**src/core/psl_pkg.sv**
```systemverilog
// Overview of operation
// RULE_01 - Pump three-state bit at 1 floats the pump output; at 0 it drives.
// RULE_02 - Primary current from low three current bits, secondary from upper.
// RULE_03 - Select 1,1 loads initialization latch; 1,0 loads function latch.
// RULE_04 - Select 00 loads reference counter latch; 01 loads main counter latch.
// RULE_05 - An initialization load also rewrites the function latch.
// RULE_06 - Initialization load fires reset pulse: counters to load, pump floated.
// RULE_07 - Enable high, bit one high, bit two low: pulse starts power-down; the code powers down at once, without waiting for a pump event.
// RULE_08 - First main load after initialization refires the pulse, later ones not.
// RULE_09 - Host start-up: init, function, reference, main, counter hold at 0.
// RULE_10 - Power-enable pin low powers the device down at once.
// RULE_11 - Pin start-up: program with enable low, raise it, settle 1 us.
// RULE_12 - Latches keep their contents across power-enable cycles.
// RULE_13 - Host start-up: function hold 1, reference, main, function hold 0.
// RULE_14 - Counter hold holds counters, floats pump, never synchronous power-down.
// RULE_15 - Reference and main dividers accept a ratio of one.
// RULE_16 - Shift on each rising serial clock; strobe rise commits 24 bits.
// RULE_17 - Host keeps serial clock at or below 20 MHz.
// RULE_18 - Host drops strobe, shifts 24 bits, then raises the strobe.
// RULE_19 - Output stays inactive until all four latches are written.
// RULE_20 - Function bit 2 is counter hold: 1 resets counters, 0 counts.
// RULE_21 - Shift register keeps loading and latching during any power-down.
// RULE_22 - Words go most significant bit first; select bits arrive last.
package psl_pkg;
   localparam int WORD_W = 24;
   localparam int CNT_W = 14;
   localparam int CUR_W = 3;
   localparam int MAIN_W = 13;
   localparam logic [1:0] SEL_REF = 2'h0;
   localparam logic [1:0] SEL_MAIN = 2'h1;
   localparam logic [1:0] SEL_FUNC = 2'h2;
   localparam logic [1:0] SEL_INIT = 2'h3;
   localparam int HOLD_BIT = 2;
   localparam int PD1_BIT = 3;
   localparam int POL_BIT = 7;
   localparam int TRI_BIT = 8;
   localparam int PRI_LSB = 15;
   localparam int SEC_LSB = 18;
   localparam int PD2_BIT = 21;
   localparam int REF_LSB = 2;
   localparam int MAIN_LSB = 8;
   localparam int GAIN_BIT = 21;
   localparam int ADDR_W = 8;
   localparam logic [7:0] OFS_CTRL = 8'h00;
   localparam logic [7:0] OFS_STATUS = 8'h04;
   localparam logic [7:0] OFS_REF = 8'h08;
   localparam logic [7:0] OFS_MAIN = 8'h0c;
   localparam logic [7:0] OFS_FUNC = 8'h10;
   localparam logic [7:0] OFS_INIT = 8'h14;
   localparam logic [31:0] CTRL_RESET = 32'h00000001;
   localparam logic [23:0] LATCH_RESET = 24'h000000;
   localparam logic [1:0] RESP_OKAY = 2'h0;
   localparam logic [1:0] RESP_SLVERR = 2'h2;
   localparam int ST_DOWN = 0;
   localparam int ST_HIGHZ = 1;
   localparam int ST_ACTIVE = 2;
   localparam int ST_ARMED = 3;
   localparam int ST_SETTLE = 4;
   localparam int ST_SEEN_LSB = 8;
   localparam int CLK_PERIOD_NS = 100;
   localparam int SETTLE_NS = 1000;
   localparam int SETTLE_CYCLES = SETTLE_NS / CLK_PERIOD_NS;
   localparam int SETTLE_W = 4;
   typedef enum logic [1:0] {PSL_RUN, PSL_SETTLE, PSL_DOWN} psl_pwr_e;
endpackage

```
**src/core/psl_word_if.sv**
```systemverilog
`timescale 1ns/1ps
interface psl_word_if;
   logic [psl_pkg::WORD_W-1:0] word;
   logic commit;
   modport src (output word, output commit);
   modport dst (input word, input commit);
endinterface

```
**src/core/psl_divider.sv**
```systemverilog
`timescale 1ns/1ps
module psl_divider
(
   input wire logic clk,
   input wire logic resetn,
   input wire logic tick,
   input wire logic hold,
   input wire logic [psl_pkg::CNT_W-1:0] ratio,
   output logic pulse
);
   logic [psl_pkg::CNT_W-1:0] count_reg;
   logic pulse_reg;

   // Ratio zero is treated as one so the divider never stalls
   always_ff @(posedge clk)
   begin
      if (!resetn)
      begin
         count_reg <= '0;
         pulse_reg <= 1'b0;
      end
      else if (hold)
      begin
         count_reg <= ratio;
         pulse_reg <= 1'b0;
      end
      else if (tick)
      begin
         if (count_reg <= 14'h0001)
         begin
            count_reg <= ratio; // [RULE_15]
            pulse_reg <= 1'b1;
         end
         else
         begin
            count_reg <= count_reg - 14'h0001;
            pulse_reg <= 1'b0;
         end
      end
      else
         pulse_reg <= 1'b0;
   end

   assign pulse = pulse_reg;
endmodule

```
**src/core/psl_loader_top.sv**
```systemverilog
// The AXI4-Lite slave port and the address map were chosen for this implementation.
`timescale 1ns/1ps
module psl_loader_top
(
   input wire logic clk,
   input wire logic resetn,
   input wire logic serialClock,
   input wire logic serialData,
   input wire logic latchLoadStrobe,
   input wire logic powerEnable,
   input wire logic refIn,
   input wire logic rfIn,
   output logic pumpUp,
   output logic pumpDown,
   output logic pumpOutputHighZ,
   output logic [psl_pkg::CUR_W-1:0] pumpCurrentCode,
   output logic poweredDown,
   input wire logic [psl_pkg::ADDR_W-1:0] s_axi_awaddr,
   input wire logic [2:0] s_axi_awprot,
   input wire logic s_axi_awvalid,
   output logic s_axi_awready,
   input wire logic [31:0] s_axi_wdata,
   input wire logic [3:0] s_axi_wstrb,
   input wire logic s_axi_wvalid,
   output logic s_axi_wready,
   output logic [1:0] s_axi_bresp,
   output logic s_axi_bvalid,
   input wire logic s_axi_bready,
   input wire logic [psl_pkg::ADDR_W-1:0] s_axi_araddr,
   input wire logic [2:0] s_axi_arprot,
   input wire logic s_axi_arvalid,
   output logic s_axi_arready,
   output logic [31:0] s_axi_rdata,
   output logic [1:0] s_axi_rresp,
   output logic s_axi_rvalid,
   input wire logic s_axi_rready
);
   psl_word_if wordBus ();

   logic [23:0] refLatch_reg;
   logic [23:0] mainLatch_reg;
   logic [23:0] funcLatch_reg;
   logic [23:0] initLatch_reg;
   logic [31:0] ctrl_reg;
   logic [3:0] seen_reg;
   logic armed_reg;
   logic resetPulse_reg;
   logic progDown_reg;
   logic [2:0] pinA_reg;
   logic [2:0] pinB_reg;
   logic [1:0] edgePrev_reg;
   psl_pkg::psl_pwr_e pwr_reg;
   logic [psl_pkg::SETTLE_W-1:0] settle_reg;
   logic up_reg;
   logic down_reg;
   logic highZ_reg;
   logic [psl_pkg::CUR_W-1:0] current_reg;
   logic poweredDown_reg;
   logic awready_reg;
   logic wready_reg;
   logic bvalid_reg;
   logic [1:0] bresp_reg;
   logic arready_reg;
   logic rvalid_reg;
   logic [31:0] rdata_reg;
   logic [1:0] rresp_reg;
   logic [psl_pkg::ADDR_W-1:0] awaddr_reg;
   logic [31:0] wdata_reg;
   logic [3:0] wstrb_reg;

   logic [1:0] sel;
   logic commitOk;
   logic isRef;
   logic isMain;
   logic isFunc;
   logic isInit;
   logic ceHigh;
   logic holdBit;
   logic pdOne;
   logic pdTwo;
   logic refTick;
   logic rfTick;
   logic refPulse;
   logic mainPulse;
   logic pumpEvent;
   logic counterHold;
   logic allSeen;
   logic floatPump;
   logic [31:0] status;
   logic writeNow;
   logic [31:0] ctrl_next;

   psl_shifter shifter
   (
      .clk(clk),
      .resetn(resetn),
      .serialClock(serialClock),
      .serialData(serialData),
      .latchLoadStrobe(latchLoadStrobe),
      .out(wordBus)
   );

   // Latch decode; the select pair sits in the two lowest bits
   assign sel = wordBus.word[1:0];
   assign commitOk = wordBus.commit && ctrl_reg[0];
   assign isRef = commitOk && sel == psl_pkg::SEL_REF; // [RULE_04]
   assign isMain = commitOk && sel == psl_pkg::SEL_MAIN; // [RULE_04]
   assign isFunc = commitOk && sel == psl_pkg::SEL_FUNC; // [RULE_03]
   assign isInit = commitOk && sel == psl_pkg::SEL_INIT; // [RULE_03]

   // Latches are cleared only by resetn, never by the enable pin
   always_ff @(posedge clk)
   begin
      if (!resetn)
      begin
         refLatch_reg <= psl_pkg::LATCH_RESET;
         mainLatch_reg <= psl_pkg::LATCH_RESET;
         funcLatch_reg <= psl_pkg::LATCH_RESET;
         initLatch_reg <= psl_pkg::LATCH_RESET;
      end
      else
      begin
         if (isRef)
            refLatch_reg <= wordBus.word; // [RULE_04] [RULE_12]
         if (isMain)
            mainLatch_reg <= wordBus.word; // [RULE_04]
         if (isFunc || isInit)
            funcLatch_reg <= wordBus.word; // [RULE_03] [RULE_05]
         if (isInit)
            initLatch_reg <= wordBus.word; // [RULE_03]
      end
   end

   assign holdBit = funcLatch_reg[psl_pkg::HOLD_BIT];
   assign pdOne = funcLatch_reg[psl_pkg::PD1_BIT];
   assign pdTwo = funcLatch_reg[psl_pkg::PD2_BIT];

   // Four distinct latches must be written before the pump may drive
   always_ff @(posedge clk)
   begin
      if (!resetn)
         seen_reg <= 4'h0;
      else
         seen_reg <= seen_reg | {isInit, isMain, isRef, isFunc}; // [RULE_19]
   end
   assign allSeen = &seen_reg;

   // Armed by an init load, spent by the first main load after it
   always_ff @(posedge clk)
   begin
      if (!resetn)
         armed_reg <= 1'b0;
      else if (isInit)
         armed_reg <= 1'b1; // [RULE_08]
      else if (isMain)
         armed_reg <= 1'b0; // [RULE_08]
   end

   always_ff @(posedge clk)
   begin
      if (!resetn)
         resetPulse_reg <= 1'b0;
      else
         resetPulse_reg <= isInit || (isMain && armed_reg); // [RULE_06] [RULE_08]
   end

   // Enable pin and divider inputs are foreign: two stages first
   always_ff @(posedge clk)
   begin
      if (!resetn)
      begin
         pinA_reg <= 3'h0;
         pinB_reg <= 3'h0;
         edgePrev_reg <= 2'h0;
      end
      else
      begin
         pinA_reg <= {powerEnable, rfIn, refIn};
         pinB_reg <= pinA_reg;
         edgePrev_reg <= pinB_reg[1:0];
      end
   end
   assign ceHigh = pinB_reg[2];
   assign refTick = pinB_reg[0] && !edgePrev_reg[0];
   assign rfTick = pinB_reg[1] && !edgePrev_reg[1];

   // Counter hold and the reset pulse both force the load point
   assign counterHold = resetPulse_reg || holdBit
      || pwr_reg != psl_pkg::PSL_RUN; // [RULE_06] [RULE_14] [RULE_20]

   psl_divider refDivider
   (
      .clk(clk),
      .resetn(resetn),
      .tick(refTick),
      .hold(counterHold),
      .ratio(refLatch_reg[psl_pkg::REF_LSB +: psl_pkg::CNT_W]),
      .pulse(refPulse)
   );

   psl_divider mainDivider
   (
      .clk(clk),
      .resetn(resetn),
      .tick(rfTick),
      .hold(counterHold),
      .ratio({1'b0, mainLatch_reg[psl_pkg::MAIN_LSB +: psl_pkg::MAIN_W]}),
      .pulse(mainPulse)
   );

   assign pumpEvent = refPulse || mainPulse;

   // Programmed power-down: asynchronous form acts at once, synchronous
   // form waits for a pump event. Counter hold never starts it.
   always_ff @(posedge clk)
   begin
      if (!resetn)
         progDown_reg <= 1'b0;
      else if (!pdOne)
         progDown_reg <= 1'b0;
      else if (!pdTwo)
         progDown_reg <= 1'b1; // [RULE_07]
      else if (pumpEvent)
         progDown_reg <= 1'b1; // [RULE_14]
   end

   // Power state; leaving power-down waits out the bias settle time
   always_ff @(posedge clk)
   begin
      if (!resetn)
      begin
         pwr_reg <= psl_pkg::PSL_DOWN;
         settle_reg <= '0;
      end
      else
      begin
         case (pwr_reg)
            psl_pkg::PSL_RUN:
            begin
               if (!ceHigh || progDown_reg)
                  pwr_reg <= psl_pkg::PSL_DOWN; // [RULE_10]
            end
            psl_pkg::PSL_DOWN:
            begin
               if (ceHigh && !progDown_reg)
               begin
                  pwr_reg <= psl_pkg::PSL_SETTLE; // [RULE_11]
                  settle_reg <= psl_pkg::SETTLE_W'(psl_pkg::SETTLE_CYCLES - 1);
               end
            end
            psl_pkg::PSL_SETTLE:
            begin
               if (!ceHigh || progDown_reg)
                  pwr_reg <= psl_pkg::PSL_DOWN; // [RULE_10]
               else if (settle_reg == '0)
                  pwr_reg <= psl_pkg::PSL_RUN; // [RULE_11]
               else
                  settle_reg <= settle_reg - 1'b1;
            end
            default:
               pwr_reg <= psl_pkg::PSL_DOWN;
         endcase
      end
   end

   assign floatPump = funcLatch_reg[psl_pkg::TRI_BIT] || resetPulse_reg
      || holdBit || pwr_reg != psl_pkg::PSL_RUN
      || !allSeen; // [RULE_01] [RULE_06] [RULE_14] [RULE_19]

   // Phase detector: each side latches until the other side arrives
   always_ff @(posedge clk)
   begin
      if (!resetn)
      begin
         up_reg <= 1'b0;
         down_reg <= 1'b0;
      end
      else if (counterHold || ((up_reg || refPulse) && (down_reg || mainPulse)))
      begin
         up_reg <= 1'b0;
         down_reg <= 1'b0;
      end
      else
      begin
         up_reg <= up_reg || refPulse;
         down_reg <= down_reg || mainPulse;
      end
   end

   // Registered pump outputs; polarity bit swaps the two directions
   always_ff @(posedge clk)
   begin
      if (!resetn)
      begin
         pumpUp <= 1'b0;
         pumpDown <= 1'b0;
         highZ_reg <= 1'b1;
         current_reg <= '0;
         poweredDown_reg <= 1'b1;
      end
      else
      begin
         highZ_reg <= floatPump; // [RULE_01]
         poweredDown_reg <= pwr_reg != psl_pkg::PSL_RUN; // [RULE_10]
         pumpUp <= !floatPump && (funcLatch_reg[psl_pkg::POL_BIT]
            ? up_reg : down_reg);
         pumpDown <= !floatPump && (funcLatch_reg[psl_pkg::POL_BIT]
            ? down_reg : up_reg);
         if (mainLatch_reg[psl_pkg::GAIN_BIT])
            current_reg <= funcLatch_reg[psl_pkg::SEC_LSB +: psl_pkg::CUR_W]; // [RULE_02]
         else
            current_reg <= funcLatch_reg[psl_pkg::PRI_LSB +: psl_pkg::CUR_W]; // [RULE_02]
      end
   end

   assign pumpOutputHighZ = highZ_reg;
   assign pumpCurrentCode = current_reg;
   assign poweredDown = poweredDown_reg;

   // AXI4-Lite write: address and data taken in either order
   always_ff @(posedge clk)
   begin
      if (!resetn)
      begin
         awready_reg <= 1'b1;
         wready_reg <= 1'b1;
         awaddr_reg <= '0;
         wdata_reg <= '0;
         wstrb_reg <= '0;
      end
      else
      begin
         if (s_axi_awvalid && awready_reg)
         begin
            awready_reg <= 1'b0;
            awaddr_reg <= s_axi_awaddr;
         end
         else if (bvalid_reg && s_axi_bready)
            awready_reg <= 1'b1;
         if (s_axi_wvalid && wready_reg)
         begin
            wready_reg <= 1'b0;
            wdata_reg <= s_axi_wdata;
            wstrb_reg <= s_axi_wstrb;
         end
         else if (bvalid_reg && s_axi_bready)
            wready_reg <= 1'b1;
      end
   end

   assign writeNow = !awready_reg && !wready_reg && !bvalid_reg;

   always_comb
   begin
      ctrl_next = ctrl_reg;
      for (int i = 0; i < 4; i++)
      begin
         if (wstrb_reg[i])
            ctrl_next[i*8 +: 8] = wdata_reg[i*8 +: 8];
      end
   end

   always_ff @(posedge clk)
   begin
      if (!resetn)
      begin
         ctrl_reg <= psl_pkg::CTRL_RESET;
         bvalid_reg <= 1'b0;
         bresp_reg <= psl_pkg::RESP_OKAY;
      end
      else if (writeNow)
      begin
         bvalid_reg <= 1'b1;
         if (awaddr_reg == psl_pkg::OFS_CTRL)
         begin
            ctrl_reg <= {31'h00000000, ctrl_next[0]};
            bresp_reg <= psl_pkg::RESP_OKAY;
         end
         else if (awaddr_reg == psl_pkg::OFS_STATUS
                  || awaddr_reg == psl_pkg::OFS_REF
                  || awaddr_reg == psl_pkg::OFS_MAIN
                  || awaddr_reg == psl_pkg::OFS_FUNC
                  || awaddr_reg == psl_pkg::OFS_INIT)
            bresp_reg <= psl_pkg::RESP_OKAY;
         else
            bresp_reg <= psl_pkg::RESP_SLVERR;
      end
      else if (bvalid_reg && s_axi_bready)
         bvalid_reg <= 1'b0;
   end

   assign status = {20'h00000, seen_reg, 3'h0,
      pwr_reg == psl_pkg::PSL_SETTLE, armed_reg, allSeen,
      highZ_reg, poweredDown_reg};

   // AXI4-Lite read; one cycle from address to data
   always_ff @(posedge clk)
   begin
      if (!resetn)
      begin
         arready_reg <= 1'b1;
         rvalid_reg <= 1'b0;
         rdata_reg <= '0;
         rresp_reg <= psl_pkg::RESP_OKAY;
      end
      else if (s_axi_arvalid && arready_reg)
      begin
         arready_reg <= 1'b0;
         rvalid_reg <= 1'b1;
         rresp_reg <= psl_pkg::RESP_OKAY;
         if (s_axi_araddr == psl_pkg::OFS_CTRL)
            rdata_reg <= ctrl_reg;
         else if (s_axi_araddr == psl_pkg::OFS_STATUS)
            rdata_reg <= status;
         else if (s_axi_araddr == psl_pkg::OFS_REF)
            rdata_reg <= {8'h00, refLatch_reg};
         else if (s_axi_araddr == psl_pkg::OFS_MAIN)
            rdata_reg <= {8'h00, mainLatch_reg};
         else if (s_axi_araddr == psl_pkg::OFS_FUNC)
            rdata_reg <= {8'h00, funcLatch_reg};
         else if (s_axi_araddr == psl_pkg::OFS_INIT)
            rdata_reg <= {8'h00, initLatch_reg};
         else
         begin
            rdata_reg <= '0;
            rresp_reg <= psl_pkg::RESP_SLVERR;
         end
      end
      else if (rvalid_reg && s_axi_rready)
      begin
         rvalid_reg <= 1'b0;
         arready_reg <= 1'b1;
      end
   end

   assign s_axi_awready = awready_reg;
   assign s_axi_wready = wready_reg;
   assign s_axi_bvalid = bvalid_reg;
   assign s_axi_bresp = bresp_reg;
   assign s_axi_arready = arready_reg;
   assign s_axi_rvalid = rvalid_reg;
   assign s_axi_rdata = rdata_reg;
   assign s_axi_rresp = rresp_reg;
endmodule

```
**src/core/psl_shifter.sv**
```systemverilog
`timescale 1ns/1ps
module psl_shifter
(
   input wire logic clk,
   input wire logic resetn,
   input wire logic serialClock,
   input wire logic serialData,
   input wire logic latchLoadStrobe,
   psl_word_if.src out
);
   logic [2:0] syncA_reg;
   logic [2:0] syncB_reg;
   logic [1:0] prev_reg;
   logic [psl_pkg::WORD_W-1:0] shift_reg;
   logic [psl_pkg::WORD_W-1:0] word_reg;
   logic commit_reg;

   // Pins arrive from another domain: two stages before any use
   always_ff @(posedge clk)
   begin
      if (!resetn)
      begin
         syncA_reg <= 3'h4;
         syncB_reg <= 3'h4;
         prev_reg <= 2'h2;
      end
      else
      begin
         syncA_reg <= {latchLoadStrobe, serialData, serialClock};
         syncB_reg <= syncA_reg;
         prev_reg <= {syncB_reg[2], syncB_reg[0]};
      end
   end

   // Never gated by power state, so words load while powered down
   always_ff @(posedge clk)
   begin
      if (!resetn)
         shift_reg <= psl_pkg::LATCH_RESET;
      else if (syncB_reg[0] && !prev_reg[0])
         shift_reg <= {shift_reg[psl_pkg::WORD_W-2:0], syncB_reg[1]}; // [RULE_16] [RULE_22] [RULE_21]
   end

   always_ff @(posedge clk)
   begin
      if (!resetn)
      begin
         word_reg <= psl_pkg::LATCH_RESET;
         commit_reg <= 1'b0;
      end
      else
      begin
         commit_reg <= syncB_reg[2] && !prev_reg[1]; // [RULE_16]
         if (syncB_reg[2] && !prev_reg[1])
            word_reg <= shift_reg;
      end
   end

   assign out.word = word_reg;
   assign out.commit = commit_reg;
endmodule

```
**config.mk**
```make
export PLATFORM = sky130hd
export DESIGN_NAME = psl_loader_top
export DESIGN_NICKNAME = d
export VERILOG_FILES = /design/src/core/psl_pkg.sv /design/src/core/psl_word_if.sv /design/src/core/psl_divider.sv /design/src/core/psl_loader_top.sv /design/src/core/psl_shifter.sv
export SDC_FILE = /design/constraint.sdc
export NUM_CORES = 1
export LEC_CHECK = 0
export BUFFER_PORTS_ARGS = -buffer_cell sky130_fd_sc_hd__buf_2
export CAP_MARGIN = 15
export CELL_PAD_IN_SITES_DETAIL_PLACEMENT = 2
export CELL_PAD_IN_SITES_GLOBAL_PLACEMENT = 2
export CORE_AREA = 5 5 177 179
export CTS_BUF_LIST = sky130_fd_sc_hd__clkbuf_4
export DETAILED_ROUTE_END_ITERATION = 12
export DIE_AREA = 0 0 182 184
export PLACE_DENSITY_LB_ADDON = 0.1
export SLEW_MARGIN = 25
export SYNTH_ARGS = -nofsm -noshare
export SYNTH_HDL_FRONTEND = slang
export SYNTH_SLANG_ARGS = --single-unit
```
**constraint.sdc**
```tcl
create_clock -name clk -period 2.6 [get_ports clk]
set_input_delay 0 -clock clk [delete_from_list [all_inputs] [get_ports clk]]
set_output_delay 0 -clock clk [all_outputs]
set_load 0.05 [all_outputs]
```
==> impl_metrics.json <==
{
  "status": "complete, no violations",
  "drc": 0,
  "syn_inst": 1292,
  "synthToLayoutAreaGrowth_pct": 21.9,
  "antenna_found_initial": 3,
  "max_clock_freq_ghz": 0.418,
  "arrival_ps": 3010,
  "final_layout_size_suffix_gt1_frac": 0.173,
  "synth_most_common_cell": "nand2_1",
  "dr.pass1.iters": 5,
  "cts_tree": "built",
  "htreeDepth": 3,
  "cap_violations": 0,
  "netlist.area_leader.share": 0.490,
  "grt_usage": 0.225,
  "wirelength_um": 37800,
  "synth.distinct_cells": 64,
  "start_util": 0.354,
  "syn_avg_cell_area_um2": 8.06,
  "met3_length_um": 1260,
  "hold_class": "in2reg",
  "final_util": 0.432,
  "cts_buffer_depth": 3,
  "wl_per_cell_um": 20.2,
  "path_clk_slew_ps": 60,
  "nets": 1520,
  "setup_viol": 0,
  "clk_latency_ps": 690,
  "ant_nets": 0,
  "synth.ff_latch_count": 255,
  "fill_cells": 3371,
  "powerDensity_mw_per_mm2": 666,
  "synth_edf_count": 0,
  "synth_area_leaders": "dfxtp_1 49%, nand2_1 13%, a21oi_1 8.9%",
  "synth-seq-area-share": 0.490,
  "port_buffers": 68,
  "power_leakage_nw": 4.77,
  "die_y_um": 184,
  "synth.top_cells.by_count": "351 x nand2_1, 255 x dfxtp_1, 186 x a21oi_1",
  "io_pins": 119,
  "grt_pass1_vias": 10709,
  "rsz0062_at_grt": "no",
  "ir_worst_vdd_uv": 319,
  "skew_ps": 32.9,
  "grt_first_pass_wirelength_um": 59900,
  "gp_congestion": 0.820,
  "cts_setup_buffers": 0,
  "async_reset_ff_frac": 0,
  "die_x_um": 182,
  "route.top_layer_used": "met4",
  "die-area_mm2": 0.0335,
  "finalHoldViolCount": 0,
  "met1Wirelength_um": 16800,
  "hpwlAfterDp_um": 24200,
  "start_kind": "register",
  "vias": 9891,
  "worst_slew_pin_slew_ps": 921,
  "syn-cell-area_mm2": 0.0104,
  "tns_ps": 0,
  "drt_iter0_drc": 464,
  "cp-end-kind": "register",
  "grt_start_max_net_pins": 177,
  "required_ps": 3210,
  "path_class": "reg2reg",
  "synth.largest_area_cell": "dfxtp_1",
  "dr_wl_met2_um": 19000,
  "yosysWarnings": 0,
  "cp_max_fo": 13,
  "maxSlewViolCount": 0,
  "slew_headroom": 0.386,
  "synthFlopType": "dfxtp_1",
  "cts_num_sinks": 255,
  "cts_buffers": 76,
  "grt_overflow": 0,
  "rows": 63,
  "core_area_mm2": 0.0294,
  "timing.final.crit_share": 0.920,
  "dpl_worst_slack_ps": 205,
  "setup_slack_ps": 207,
  "fin_crit_ps": 2390,
  "viasPerCell": 5.27,
  "root_buffer": "clkbuf_4"
}
metrics by stage:
stage	power [mW]	cells	hold WS, ps	cell area [um2]
floorplan	4.34	1301	101	10500
global placement	4.46	1701	185	11200
detailed placement	4.47	1701	186	11200
CTS	8.59	1875	26.5	12700
global route	8.86	1876	59.7	12700
finish	8.46	1876	82.4	12700
cell type report:
| class | count | area, um2 | area share |
|---|---|---|---|
| Sequential cell | 255 | 5100 | 0.402 |
| Inverter | 19 | 80.1 | 0.00631 |
| Clock buffer | 113 | 848 | 0.0668 |
| Antenna cell | 1 | 2.50 | 0.000197 |
| Tap cell | 390 | 488 | 0.0384 |
| Clock inverter | 7 | 105 | 0.00828 |
| Multi-Input combinational cell | 932 | 4860 | 0.383 |
| Timing Repair Buffer | 159 | 1210 | 0.0952 |
report_power, final:
| part | internal [mW] | total (mW) | switching, mW |
|---|---|---|---|
| Combinational | 0.172 | 0.496 | 0.324 |
| Sequential | 3.94 | 3.97 | 0.0260 |
| Clock | 2.24 | 4.00 | 1.75 |
layout by cell type (no fill, tap or decap), types with 3 or more instances in the layout:
master	n
nand3_1	13
ha_1	6
or4_1	14
and2_1	16
nor2b_1	9
buf_2	68
a31oi_1	5
mux2i_1	23
nor3_1	19
conb_1	10
clkinv_1	3
nand2b_1	15
buf_12	4
o22ai_1	4
a22oi_1	16
a221oi_1	6
nand2_1	350
mux2_2	16
dfxtp_1	255
a211oi_1	3
o31ai_1	9
o21a_1	12
nor2_1	62
a222oi_1	4
or3_1	14
o21ai_0	48
clkbuf_4	113
bufinv_16	3
nor4b_1	3
and3_1	8
a21oi_1	186
nor4_1	12
nand4_1	6
inv_1	17
dlygate4sd3_1	54
buf_4	33
cell families (layout without fill, tap and decap cells):
logic type | count (synthesis) | in the layout | synth area share
fa+ha+maj | 6 | 6 | 0.00721
compound gates | 316 | 316 | 0.175
mux | 39 | 39 | 0.0394
simple gates | 559 | 559 | 0.239
buf+inv | 114 | 298 | 0.0474
flops | 255 | 255 | 0.490
xor+xnor | 2 | 2 | 0.00168
other cells | 1 | 11 | 0.000360
per-layer routing:
metal  vias to the layer above  track usage
met5                         -            0
met2                       171        0.398
li1                       4768            -
met4                         0       0.0718
met1                      4892        0.282
met3                        60       0.0338
what timing repair did:
item	4_1_cts	5_1_grt
endpoints found under the setup margin	0	5
hold endpoints to repair	51	0
hold buffers	54	0
resized for setup	0	2
worst paths after layout:
path	start	to	slack [ps]	cells after the start
max	refDivider.count_reg[8]	refDivider.count_reg[10]	210	5
min	rfIn	pinA_reg[1]	80	3
max reg2reg	refDivider.count_reg[8]	refDivider.count_reg[10]	210	5
min reg2reg	shifter.syncA_reg[2]	shifter.syncB_reg[2]	410	1
critical path: stages, from the launching register on:
cell     delay [ps]
dfxtp_1         320
or4_1           630
or4_4           680
and2_4          270
o21ai_0         260
o21a_1          150
Note: power is estimated with default switching activity, not from simulation.
